### config.mk
export PLATFORM = sky130hd
export DESIGN_NAME = rxsc_ctrl
export DESIGN_NICKNAME = d
export VERILOG_FILES = /design/src/rxsc_pkg.sv /design/src/rxsc_tick_if.sv /design/src/rxsc_tick.sv /design/src/rxsc_ctrl.sv
export SDC_FILE = /design/constraint.sdc
export NUM_CORES = 1
export LEC_CHECK = 0
export ABC_AREA = 1
export BUFFER_PORTS_ARGS = -buffer_cell sky130_fd_sc_hd__clkbuf_2
export CORE_MARGIN = 2
export CORE_UTILIZATION = 58
export CTS_CLUSTER_SIZE = 28
export DETAILED_ROUTE_END_ITERATION = 12
export PLACE_DENSITY = 0.81
export SETUP_SLACK_MARGIN = 0.02
export SLEW_MARGIN = 15
export SYNTH_ARGS = -nofsm -noshare
export SYNTH_HDL_FRONTEND = slang
export SYNTH_SLANG_ARGS = --single-unit
### constraint.sdc
create_clock -name clock -period 11.85 [get_ports clock]
set_clock_uncertainty 0.1 [all_clocks]
set_input_delay 2.37 -clock clock [delete_from_list [all_inputs] [get_ports clock]]
set_output_delay 2.37 -clock clock [all_outputs]
set_load 0.005 [all_outputs]
### src/rxsc_pkg.sv
// Constants and types of the receiver serial control block
package rxsc_pkg;

	// Frame layout
	localparam logic [4:0] HDR_BITS   = 5'h08;
	localparam logic [4:0] FRAME_BITS = 5'h10;

	// Command codes
	localparam logic [3:0] CMD_NOP    = 4'h0;
	localparam logic [3:0] CMD_WRITE  = 4'h1;
	localparam logic [3:0] CMD_READ   = 4'h2;
	localparam logic [3:0] CMD_MRESET = 4'h3;

	// Register addresses
	localparam logic [3:0] A_MODULE_POWER_ENABLES = 4'h0;
	localparam logic [3:0] A_DEVICE_OPTIONS       = 4'h1;
	localparam logic [3:0] A_GAIN_TRACK_CAL_CTRL  = 4'h2;
	localparam logic [3:0] A_CRYSTAL_DIVISOR      = 4'h3;
	localparam logic [3:0] A_SLEEP_INTERVAL_HIGH  = 4'h4;
	localparam logic [3:0] A_SLEEP_INTERVAL_LOW   = 4'h5;
	localparam logic [3:0] A_HOST_WAKE_INTERVAL   = 4'h6;
	localparam logic [3:0] A_RADIO_SETTLE_HIGH    = 4'h7;
	localparam logic [3:0] A_RADIO_SETTLE_LOW     = 4'h8;
	localparam logic [3:0] A_RECEIVER_STATE_FLAGS = 4'h9;
	localparam logic [3:0] A_GAIN_HOLD_TIME       = 4'ha;
	localparam int         NUM_REGS               = 11;

	// Field positions
	localparam int PWR_SLEEP    = 0;
	localparam int PWR_ASK_PEAK = 1;
	localparam int PWR_FSK_PEAK = 3;
	localparam int OPT_DUTY     = 0;
	localparam int OPT_PS0      = 1;
	localparam int OPT_PS1      = 2;
	localparam int OPT_ASK_SEL  = 3;
	localparam int OPT_FSK_SEL  = 4;
	localparam int CTL_GAIN_LCK = 6;
	localparam int ST_PLL_LOCK  = 7;
	localparam int ST_HIGH_GAIN = 6;
	localparam int ST_CLK_ALIVE = 5;

	// Reset values
	localparam logic [7:0] RST_ZERO    = 8'h00;
	localparam logic [7:0] RST_OPTIONS = 8'h40;
	localparam logic [7:0] RST_DWELL   = 8'h0d;

	// Timer figures, counted in internal 100 kHz ticks
	localparam int TICK_HZ      = 100_000;
	localparam int TICK_US      = 1_000_000 / TICK_HZ;
	localparam int HOST_STEP_US = 120;
	localparam int SETTLE_US    = 10;
	localparam int OFF_BASE0_US = 120;
	localparam int OFF_BASE1_US = 480;
	localparam int OFF_BASE2_US = 1920;
	localparam int OFF_BASE3_US = 7680;

	typedef logic [25:0] rxsc_tmr_t;
	localparam rxsc_tmr_t HOST_STEP_TICKS = rxsc_tmr_t'(HOST_STEP_US / TICK_US);
	localparam rxsc_tmr_t SETTLE_TICKS    = rxsc_tmr_t'(SETTLE_US / TICK_US);
	localparam rxsc_tmr_t OFF_BASE0_TICKS = rxsc_tmr_t'(OFF_BASE0_US / TICK_US);
	localparam rxsc_tmr_t OFF_BASE1_TICKS = rxsc_tmr_t'(OFF_BASE1_US / TICK_US);
	localparam rxsc_tmr_t OFF_BASE2_TICKS = rxsc_tmr_t'(OFF_BASE2_US / TICK_US);
	localparam rxsc_tmr_t OFF_BASE3_TICKS = rxsc_tmr_t'(OFF_BASE3_US / TICK_US);

	// Duty-cycled receive sequencer states
	typedef enum logic [4:0] {
		duty_idle   = 5'h01,
		duty_off    = 5'h02,
		duty_host   = 5'h04,
		duty_settle = 5'h08,
		duty_rx     = 5'h10
	} rxsc_duty_t;

	typedef logic [NUM_REGS-1:0][7:0] rxsc_regs_t;

endpackage : rxsc_pkg

### src/rxsc_tick_if.sv
// Interface between control block and its tick divider
`timescale 1ns/10ps
interface rxsc_tick_if;
	logic [7:0] divisor;
	logic       xtal_edge;
	logic       tick;

	modport gen  (input divisor, input xtal_edge, output tick);
	modport user (output divisor, output xtal_edge, input tick);
endinterface : rxsc_tick_if

### src/rxsc_tick.sv
// Crystal divider that yields the internal 100 kHz tick
`timescale 1ns/10ps
module rxsc_tick (
	// Clock and reset
	input  wire logic  clock,
	input  wire logic  rst,
	// Divisor in, tick out
	rxsc_tick_if.gen   tif
);

	typedef struct packed {
		logic [7:0] cnt;
		logic       tick;
	} rxsc_tick_st_t;

	rxsc_tick_st_t s_r;
	rxsc_tick_st_t s_nxt;

	// Count crystal edges up to the divisor
	always_comb
	begin
		s_nxt = s_r;
		s_nxt.tick = 1'b0;
		if (tif.xtal_edge)
		begin
			if (tif.divisor == 8'h00)
				s_nxt.cnt = 8'h00;
			else if (s_r.cnt >= tif.divisor - 8'h01)
			begin
				s_nxt.cnt = 8'h00;
				s_nxt.tick = 1'b1;
			end
			else
				s_nxt.cnt = s_r.cnt + 8'h01;
		end
	end

	// State register
	always_ff @(posedge clock)
	begin
		if (rst)
			s_r <= '0;
		else
			s_r <= s_nxt;
	end

	assign tif.tick = s_r.tick;

endmodule : rxsc_tick

### src/rxsc_ctrl.sv
// Serial control port, register bank and duty-cycle sequencer
//
// Function
// - Three-line default and four-line wiring both supported
// - Input bits sampled on shift clock rising edge
// - Frame is command, address, data, MSB first
// - Decode nop, write, read, master reset commands
// - Readback select bits route data to pins
// - No select bit means bidirectional data line
// - Three-line read data returned next select cycle
// - Master reset held while select stays high
// - Power bits enable modules, sleep overrides them except in settle and receive
// - Divisor register divides crystal to 100 kHz
// - Sequence starts when select and line high
// - Device pulls line low after off interval
// - Settle powers radio, peaks and outputs off
// - Host release restarts the off interval
// - Low gain held two-power-dwell crystal cycles
// - Gain dwell resets to 0x0d
// - Registers are eight bits wide
// - Off count is 16 bits times prescale base
// - Host wake interval is count times 120 us
`timescale 1ns/10ps
module rxsc_ctrl (
	// Clock and reset
	input  wire logic       clock,
	input  wire logic       rst,
	// Serial port pins
	input  wire logic       shift_clk_pin,
	input  wire logic       cs_n_pin,
	input  wire logic       bidir_serial_line_i,
	output logic            bidir_serial_line_o,
	output logic            bidir_serial_line_oe,
	// Receiver side inputs
	input  wire logic       xtal_ref_in,
	input  wire logic       ask_demod_in,
	input  wire logic       fsk_demod_in,
	input  wire logic       power_below_in,
	input  wire logic       pll_lock_in,
	// Receiver side outputs
	output logic            ask_data_pin,
	output logic            fsk_data_pin,
	output logic [6:0]      module_enables,
	output logic            lna_high_gain
);

	typedef struct packed {
		logic [2:0]           sclk_s;
		logic [2:0]           cs_s;
		logic [1:0]           line_s;
		logic [2:0]           xtal_s;
		logic [1:0]           below_s;
		logic [1:0]           lock_s;
		logic [1:0]           ask_s;
		logic [1:0]           fsk_s;
		logic [15:0]          shreg;
		logic [4:0]           nbits;
		logic [7:0]           hdr;
		logic [7:0]           rd_shift;
		logic                 rd_skip;
		logic                 rd_pend;
		logic                 rd_cycle;
		logic                 rb_active;
		logic                 mreset;
		rxsc_pkg::rxsc_regs_t regs;
		rxsc_pkg::rxsc_duty_t state;
		rxsc_pkg::rxsc_tmr_t  tmr;
		logic                 acked;
		logic                 high_gain;
		logic [31:0]          dwell_cnt;
		logic                 clk_alive;
		logic                 line_out;
		logic                 line_oe;
		logic                 ask_pin;
		logic                 fsk_pin;
		logic [6:0]           en;
	} rxsc_ctrl_st_t;

	rxsc_ctrl_st_t s_r;
	rxsc_ctrl_st_t s_nxt;

	logic       sclk_rise;
	logic       sclk_fall;
	logic       cs_hi;
	logic       cs_fall;
	logic       cs_rise;
	logic       line_hi;
	logic       xtal_rise;
	logic       four_wire;
	logic       duty_on;
	logic [7:0] status;

	rxsc_tick_if tif ();

	// Power-on contents of the register bank
	function automatic rxsc_pkg::rxsc_regs_t regs_reset();
		rxsc_pkg::rxsc_regs_t r;
		r = '{default: rxsc_pkg::RST_ZERO};
		r[rxsc_pkg::A_DEVICE_OPTIONS] = rxsc_pkg::RST_OPTIONS;
		r[rxsc_pkg::A_GAIN_HOLD_TIME] = rxsc_pkg::RST_DWELL;
		return r;
	endfunction : regs_reset

	// Off interval length in ticks
	function automatic rxsc_pkg::rxsc_tmr_t off_ticks(
		input rxsc_pkg::rxsc_regs_t r
	);
		rxsc_pkg::rxsc_tmr_t base;
		rxsc_pkg::rxsc_tmr_t cnt;
		cnt = rxsc_pkg::rxsc_tmr_t'({r[rxsc_pkg::A_SLEEP_INTERVAL_HIGH],
			r[rxsc_pkg::A_SLEEP_INTERVAL_LOW]});
		case ({r[rxsc_pkg::A_DEVICE_OPTIONS][rxsc_pkg::OPT_PS1],
			r[rxsc_pkg::A_DEVICE_OPTIONS][rxsc_pkg::OPT_PS0]})
			2'b00:   base = rxsc_pkg::OFF_BASE0_TICKS;
			2'b01:   base = rxsc_pkg::OFF_BASE1_TICKS;
			2'b10:   base = rxsc_pkg::OFF_BASE2_TICKS;
			default: base = rxsc_pkg::OFF_BASE3_TICKS;
		endcase
		return rxsc_pkg::rxsc_tmr_t'(cnt * base);
	endfunction : off_ticks

	// Register read mux; unmapped addresses read zero
	function automatic logic [7:0] reg_read(
		input rxsc_pkg::rxsc_regs_t r,
		input logic [7:0]           st,
		input logic [3:0]           addr
	);
		logic [7:0] v;
		v = 8'h00;
		if (addr == rxsc_pkg::A_RECEIVER_STATE_FLAGS)
			v = st;
		else if (int'(addr) < rxsc_pkg::NUM_REGS)
			v = r[addr];
		return v;
	endfunction : reg_read

	// Edge and level views of synchronised pins
	assign sclk_rise = s_r.sclk_s[1] & ~s_r.sclk_s[2];
	assign sclk_fall = ~s_r.sclk_s[1] & s_r.sclk_s[2];
	assign cs_hi     = s_r.cs_s[1];
	assign cs_fall   = ~s_r.cs_s[1] & s_r.cs_s[2];
	assign cs_rise   = s_r.cs_s[1] & ~s_r.cs_s[2];
	assign line_hi   = s_r.line_s[1];
	assign xtal_rise = s_r.xtal_s[1] & ~s_r.xtal_s[2];
	assign four_wire = s_r.regs[rxsc_pkg::A_DEVICE_OPTIONS][rxsc_pkg::OPT_ASK_SEL]
		| s_r.regs[rxsc_pkg::A_DEVICE_OPTIONS][rxsc_pkg::OPT_FSK_SEL];
	assign duty_on   = s_r.regs[rxsc_pkg::A_DEVICE_OPTIONS][rxsc_pkg::OPT_DUTY];
	assign status    = {s_r.lock_s[1], s_r.high_gain, s_r.clk_alive, 5'h00};

	// Tick divider hookup
	assign tif.divisor   = s_r.regs[rxsc_pkg::A_CRYSTAL_DIVISOR];
	assign tif.xtal_edge = xtal_rise;

	rxsc_tick u_tick (
		.clock (clock),
		.rst   (rst),
		.tif   (tif.gen)
	);

	// Next-state logic of the whole block
	always_comb
	begin
		logic [7:0] opt;
		logic [7:0] pwr;
		logic       data_en;
		opt = 8'h00;
		pwr = 8'h00;
		data_en = 1'b0;
		s_nxt = s_r;

		// Two-flop synchronisers
		s_nxt.sclk_s  = {s_r.sclk_s[1:0], shift_clk_pin};
		s_nxt.cs_s    = {s_r.cs_s[1:0], cs_n_pin};
		s_nxt.line_s  = {s_r.line_s[0], bidir_serial_line_i};
		s_nxt.xtal_s  = {s_r.xtal_s[1:0], xtal_ref_in};
		s_nxt.below_s = {s_r.below_s[0], power_below_in};
		s_nxt.lock_s  = {s_r.lock_s[0], pll_lock_in};
		s_nxt.ask_s   = {s_r.ask_s[0], ask_demod_in};
		s_nxt.fsk_s   = {s_r.fsk_s[0], fsk_demod_in};

		// Serial frame handling
		if (cs_fall)
		begin
			s_nxt.nbits = 5'h00;
			s_nxt.hdr = {rxsc_pkg::CMD_NOP, 4'h0};
			s_nxt.rb_active = 1'b0;
			s_nxt.mreset = 1'b0;
			if (s_r.rd_pend)
			begin
				s_nxt.rd_pend = 1'b0;
				s_nxt.rd_cycle = 1'b1;
				s_nxt.rd_skip = 1'b0;
			end
		end
		else if (cs_rise)
		begin
			s_nxt.rb_active = 1'b0;
			if (s_r.rd_cycle)
				s_nxt.rd_cycle = 1'b0;
			else if (s_r.nbits >= rxsc_pkg::HDR_BITS && !four_wire
				&& s_r.hdr[7:4] == rxsc_pkg::CMD_READ)
				s_nxt.rd_pend = 1'b1;
			if (!s_r.rd_cycle && s_r.nbits >= rxsc_pkg::HDR_BITS
				&& s_r.hdr[7:4] == rxsc_pkg::CMD_MRESET)
				s_nxt.mreset = 1'b1;
		end
		else if (!cs_hi)
		begin
			// Shift in on rising clock, command then address then data
			if (sclk_rise && !s_r.rd_cycle && s_r.nbits < rxsc_pkg::FRAME_BITS)
			begin
				s_nxt.shreg = {s_r.shreg[14:0], line_hi};
				s_nxt.nbits = s_r.nbits + 5'h01;
				if (s_r.nbits == rxsc_pkg::HDR_BITS - 5'h01)
				begin
					s_nxt.hdr = s_nxt.shreg[7:0];
					if (s_nxt.shreg[7:4] == rxsc_pkg::CMD_READ)
					begin
						s_nxt.rd_shift = reg_read(s_r.regs, status,
							s_nxt.shreg[3:0]);
						s_nxt.rd_skip = 1'b1;
						s_nxt.rb_active = four_wire;
					end
				end
				if (s_r.nbits == rxsc_pkg::FRAME_BITS - 5'h01
					&& s_r.hdr[7:4] == rxsc_pkg::CMD_WRITE
					&& s_r.hdr[3:0] != rxsc_pkg::A_RECEIVER_STATE_FLAGS
					&& int'(s_r.hdr[3:0]) < rxsc_pkg::NUM_REGS)
					s_nxt.regs[s_r.hdr[3:0]] = s_nxt.shreg[7:0];
			end
			// Shift out on falling clock so the bit is stable at the rise
			if (sclk_fall && (s_r.rd_cycle || s_r.rb_active))
			begin
				if (s_r.rd_skip)
					s_nxt.rd_skip = 1'b0;
				else
					s_nxt.rd_shift = {s_r.rd_shift[6:0], 1'b0};
			end
		end

		// Duty-cycled receive sequencer
		case (s_r.state)
			rxsc_pkg::duty_idle:
				if (cs_hi && line_hi && !s_r.mreset)
				begin
					s_nxt.state = rxsc_pkg::duty_off;
					s_nxt.tmr = off_ticks(s_r.regs);
				end
			rxsc_pkg::duty_off:
				if (tif.tick)
				begin
					if (s_r.tmr <= rxsc_pkg::rxsc_tmr_t'(1))
					begin
						s_nxt.state = rxsc_pkg::duty_host;
						s_nxt.tmr = rxsc_pkg::rxsc_tmr_t'(
							s_r.regs[rxsc_pkg::A_HOST_WAKE_INTERVAL]
							* rxsc_pkg::HOST_STEP_TICKS);
					end
					else
						s_nxt.tmr = s_r.tmr - rxsc_pkg::rxsc_tmr_t'(1);
				end
			rxsc_pkg::duty_host:
				if (tif.tick)
				begin
					if (s_r.tmr <= rxsc_pkg::rxsc_tmr_t'(1))
					begin
						s_nxt.state = rxsc_pkg::duty_settle;
						s_nxt.acked = 1'b0;
						s_nxt.tmr = rxsc_pkg::rxsc_tmr_t'(
							{s_r.regs[rxsc_pkg::A_RADIO_SETTLE_HIGH],
							s_r.regs[rxsc_pkg::A_RADIO_SETTLE_LOW]}
							* rxsc_pkg::SETTLE_TICKS);
					end
					else
						s_nxt.tmr = s_r.tmr - rxsc_pkg::rxsc_tmr_t'(1);
				end
			rxsc_pkg::duty_settle:
				if (tif.tick)
				begin
					if (!line_hi)
						s_nxt.acked = 1'b1;
					if (s_r.tmr <= rxsc_pkg::rxsc_tmr_t'(1))
					begin
						if (s_r.acked || !line_hi)
							s_nxt.state = rxsc_pkg::duty_rx;
						else
						begin
							s_nxt.state = rxsc_pkg::duty_off;
							s_nxt.tmr = off_ticks(s_r.regs);
						end
					end
					else
						s_nxt.tmr = s_r.tmr - rxsc_pkg::rxsc_tmr_t'(1);
				end
			rxsc_pkg::duty_rx:
				if (line_hi)
				begin
					s_nxt.state = rxsc_pkg::duty_off;
					s_nxt.tmr = off_ticks(s_r.regs);
				end
			default:
				s_nxt.state = rxsc_pkg::duty_idle;
		endcase
		if (!duty_on || !cs_hi)
			s_nxt.state = rxsc_pkg::duty_idle;

		// Gain dwell: fast drop to low gain, timed return to high gain
		if (!s_r.regs[rxsc_pkg::A_GAIN_TRACK_CAL_CTRL][rxsc_pkg::CTL_GAIN_LCK])
		begin
			if (!s_r.below_s[1])
			begin
				s_nxt.high_gain = 1'b0;
				s_nxt.dwell_cnt = 32'h0;
			end
			else if (!s_r.high_gain && xtal_rise)
			begin
				if (s_r.dwell_cnt >= (32'h1 <<
					s_r.regs[rxsc_pkg::A_GAIN_HOLD_TIME][4:0]) - 32'h1)
				begin
					s_nxt.high_gain = 1'b1;
					s_nxt.dwell_cnt = 32'h0;
				end
				else
					s_nxt.dwell_cnt = s_r.dwell_cnt + 32'h1;
			end
		end
		if (xtal_rise)
			s_nxt.clk_alive = 1'b1;

		// Master reset returns the bank to power-on contents
		if (s_r.mreset)
		begin
			s_nxt.regs = regs_reset();
			s_nxt.rd_pend = 1'b0;
			s_nxt.state = rxsc_pkg::duty_idle;
			s_nxt.high_gain = 1'b1;
			s_nxt.dwell_cnt = 32'h0;
			s_nxt.clk_alive = 1'b0;
		end

		// Pin and enable outputs
		opt = s_nxt.regs[rxsc_pkg::A_DEVICE_OPTIONS];
		pwr = s_r.regs[rxsc_pkg::A_MODULE_POWER_ENABLES];
		s_nxt.line_oe = s_nxt.rd_cycle
			| (s_nxt.state == rxsc_pkg::duty_host);
		s_nxt.line_out = s_nxt.rd_cycle & s_nxt.rd_shift[7];
		case (s_nxt.state)
			rxsc_pkg::duty_off, rxsc_pkg::duty_host:
			begin
				s_nxt.en = 7'h00;
				data_en = 1'b0;
			end
			rxsc_pkg::duty_settle:
			begin
				s_nxt.en = pwr[7:1] & ~7'h05;
				data_en = 1'b0;
			end
			rxsc_pkg::duty_rx:
			begin
				s_nxt.en = pwr[7:1];
				data_en = 1'b1;
			end
			default:
			begin
				s_nxt.en = pwr[rxsc_pkg::PWR_SLEEP] ? 7'h00 : pwr[7:1];
				data_en = !pwr[rxsc_pkg::PWR_SLEEP] && !duty_on;
			end
		endcase
		s_nxt.ask_pin = (s_nxt.rb_active && opt[rxsc_pkg::OPT_ASK_SEL])
			? s_nxt.rd_shift[7] : (data_en & s_r.ask_s[1]);
		s_nxt.fsk_pin = (s_nxt.rb_active && opt[rxsc_pkg::OPT_FSK_SEL])
			? s_nxt.rd_shift[7] : (data_en & s_r.fsk_s[1]);
	end

	// State register
	always_ff @(posedge clock)
	begin
		if (rst)
		begin
			s_r <= '0;
			s_r.regs <= regs_reset();
			s_r.state <= rxsc_pkg::duty_idle;
			s_r.high_gain <= 1'b1;
			s_r.cs_s <= '1; // Deselected level, no false select edge
			s_r.below_s <= '1; // Matches high gain, no false drop
		end
		else
			s_r <= s_nxt;
	end

	// Outputs straight from flip-flops
	assign bidir_serial_line_o  = s_r.line_out;
	assign bidir_serial_line_oe = s_r.line_oe;
	assign ask_data_pin         = s_r.ask_pin;
	assign fsk_data_pin         = s_r.fsk_pin;
	assign module_enables       = s_r.en;
	assign lna_high_gain        = s_r.high_gain;
endmodule : rxsc_ctrl

==> impl_metrics.json <==
{
  "synth_ff_type": "dfxtp_1",
  "drc": 0,
  "wl_met2_mm": 23.14,
  "synth_area_sq_mm": 0.01823,
  "final_area_sq_mm": 0.01944,
  "numCtsBuffers": 26,
  "highest_layer": "met4",
  "ctsHoldBuffers": 0,
  "path_class": "reg -> reg",
  "max_cap_viol_count": 0,
  "min_path_type": "reg -> reg",
  "via_per_inst": 5.776,
  "grt_max_degree": 74,
  "combPwrFrac": 0.063,
  "critPathArrivalTime_ps": 6770,
  "p_seq_frac": 0.424,
  "synthArstFlopShare": 0,
  "syn_nets": 2868,
  "relSlewSlack": 0.3108,
  "outcome": "completed",
  "synth_common_cells": "426 x nand2_1, 409 x inv_1, 289 x nor2_1",
  "dr_wl_met3_mm": 3.910,
  "rows": 64,
  "dp_hpwl_mm": 39.70,
  "wl_per_cell_microns": 17.09,
  "postPlaceCellArea_sq_mm": 0.01847,
  "initial_core_util": 0.5929,
  "io_buffers": 21,
  "final-hold-violation-count": 0,
  "wl_met1_mm": 23.19,
  "grt_usage": 0.3069,
  "core_sq_mm": 0.03075,
  "postRouteAntennaNets": 0,
  "layout-drive-gt1-share": 0.06935,
  "synth_warnings": 0,
  "gp_congestion": 0.9378,
  "cp_max_fo": 10,
  "fin_crit_sh": 0.5397,
  "htree_levels": 1,
  "antenna_found_initial": 0,
  "finalSetupTns_ps": 0,
  "syn_inst": 2619,
  "insertion_delay_ps": 550,
  "cts_tree": "yes",
  "grt_first_pass_wirelength_mm": 82.61,
  "die_area_sq_mm": 0.03287,
  "synth.most_common_cell": "nand2_1",
  "tightest_slew_ps": 1026,
  "postCtsSetupBuffers": 0,
  "yosys-top-cells-area": "dfxtp_1 24%, ha_1 11%, fa_1 8.9%",
  "setup_viol": 0,
  "clock_path_buffers": 3,
  "vias": 17360,
  "io_pins": 22,
  "nNetsFinal": 2840,
  "synth_area_leader_cell": "dfxtp_1",
  "cts.sinks": 218,
  "root_buffer": "clkbuf_16",
  "rsz0062_at_grt": "false",
  "finalCriticalPeriod_ps": 6395,
  "power.density_mw_per_mm2": 90.15,
  "max_freq_mhz": 156.4,
  "die_y_microns": 181.3,
  "switching_power_uw": 431.2,
  "num_antenna_cells": 0,
  "cts_resized": 0,
  "p_total_uw": 1752,
  "area_growth_pct": 6.623,
  "p_int_uw": 1321,
  "swShare": 0.2460,
  "cp-end-kind": "register",
  "syn_area_per_cell_sq_um": 6.961,
  "p_leak_uw": 0.009129,
  "peakVddDrop_mv": 0.1030,
  "clk_pin_slew_ps": 60,
  "grt_pass1_vias": 16080,
  "fp.dieW_microns": 181.3,
  "yosysUniqueCellTypes": 60,
  "worst-endpoint-required_ps": 12230,
  "wl_mm": 51.38,
  "first_pass_iters": 6,
  "synth_edf_count": 0,
  "fillers": 2776,
  "seq_area_frac_synth": 0.2394,
  "drt_iter0_markers": 1909,
  "p_clk_frac": 0.513,
  "overflow": 0,
  "synth-seq-cells": 218,
  "critPathLaunchType": "register",
  "slew_viol_final": 0,
  "yosys.area.top_type_share": 0.2394
}
[logic make-up after synthesis]
family          Yosys count  share of synthesized area
flops                   218                     0.2394
other cells               1                  0.0002057
fa+ha+maj               239                     0.1974
compound gates          509                     0.1482
xor+xnor                 81                    0.03891
buf+inv                 529                     0.1154
simple gates           1042                     0.2606
[cell type report]
class                           instances  area (sq um)  share of cell area
Multi-Input combinational cell       1872         11780              0.6059
Timing Repair Buffer                   28         157.7            0.008110
Tap cell                              396         495.5             0.02549
Clock buffer                           35         744.5             0.03830
Clock inverter                         12         217.7             0.01120
Inverter                              445          1680             0.08644
Sequential cell                       218          4364              0.2245
[stage by stage]
stage / util / instances / setup slack (ps) / hold WS [ps]
floorplan: - / 2619 / 6139 / 288.3
global placement: 0.6006 / 2959 / 5734 / 288.5
detailed placement: 0.6006 / 2959 / 5594 / 296.1
CTS: 0.6319 / 3006 / 5553 / 301.9
global route: 0.6322 / 3006 / 5031 / 320.1
finish: 0.6322 / 3006 / 5455 / 302.5
[critical path, stage by stage, from the launching register on]
cell and delay (ps):
dfxtp_1 380, inv_1 90, nor2_1 370, clkinv_1 420, nor2_1 260, inv_1 90, fa_1 530, inv_1 50
ha_1 210, fa_1 530, inv_1 40, fa_1 470, inv_1 50, fa_1 530, inv_1 50, fa_1 520
inv_1 40, ha_1 350, nand2_1 70, inv_1 70, nand2_1 90, nor3_1 210, a21oi_1 150, or2_2 310
nand3b_1 80, nand3_1 80, a21oi_1 160
[cells in the final DEF (no fill, tap or decap), types with 24 or more instances in the layout]
cell       netlist  layout
nand2_1        426     426
inv_1          409     409
nor2_1         289     288
a21oi_1        267     267
dfxtp_1        218     218
o21ai_0        170     170
ha_1           158     158
nand3_1        127     127
fa_1            81      81
nand4_1         63      63
xor2_1          57      57
nor3_1          41      41
inv_2           26      26
clkbuf_16        0      26
xnor2_1         24      24
[power groups by stage]
stage | sequential, uW | clock (uW) | combinational [uW]
floorplan | 758 | 0 | 83.7
global placement | 760 | 0 | 106
detailed placement | 760 | 0 | 107
CTS | 744 | 900 | 108
global route | 744 | 928 | 121
finish | 744 | 898 | 110
[flip-flops by register name, indices dropped and copies added, names as in the netlist]
| name | cells |
|---|---|
| lna_high_gain | 1 |
| bidir_serial_line_oe | 1 |
| u_tick.tif.tick | 1 |
| bidir_serial_line_o | 1 |
| s_nxt | 10 |
| cs_hi | 1 |
| fsk_data_pin | 1 |
| ask_data_pin | 1 |
| tif.divisor | 8 |
| module_enables | 7 |
| s_r | 176 |
| u_tick.s_r | 8 |
| line_hi | 1 |
| duty_on | 1 |
[worst paths after layout]
kind                         startpoint              endpoint  slack, ps  cells after the start
hold / removal    s_nxt[219]$_SDFF_PP0_    line_hi$_SDFF_PP0_        300                      2
setup / recovery   s_r[86]$_SDFFE_PP0P_  s_r[64]$_SDFFE_PP0P_       5450                     26
setup reg to reg   s_r[86]$_SDFFE_PP0P_  s_r[64]$_SDFFE_PP0P_       5450                     26
hold reg to reg   s_nxt[219]$_SDFF_PP0_    line_hi$_SDFF_PP0_        300                      2
[layer usage]
| layer | track usage | vias to the layer above |
|---|---|---|
| met3 | 0.03729 | 97 |
| li1 | - | 8410 |
| met2 | 0.4964 | 706 |
| met1 | 0.4382 | 8151 |
| met5 | 0 | - |
| met4 | 0.07122 | 0 |
(Power assumes the default switching activity.)
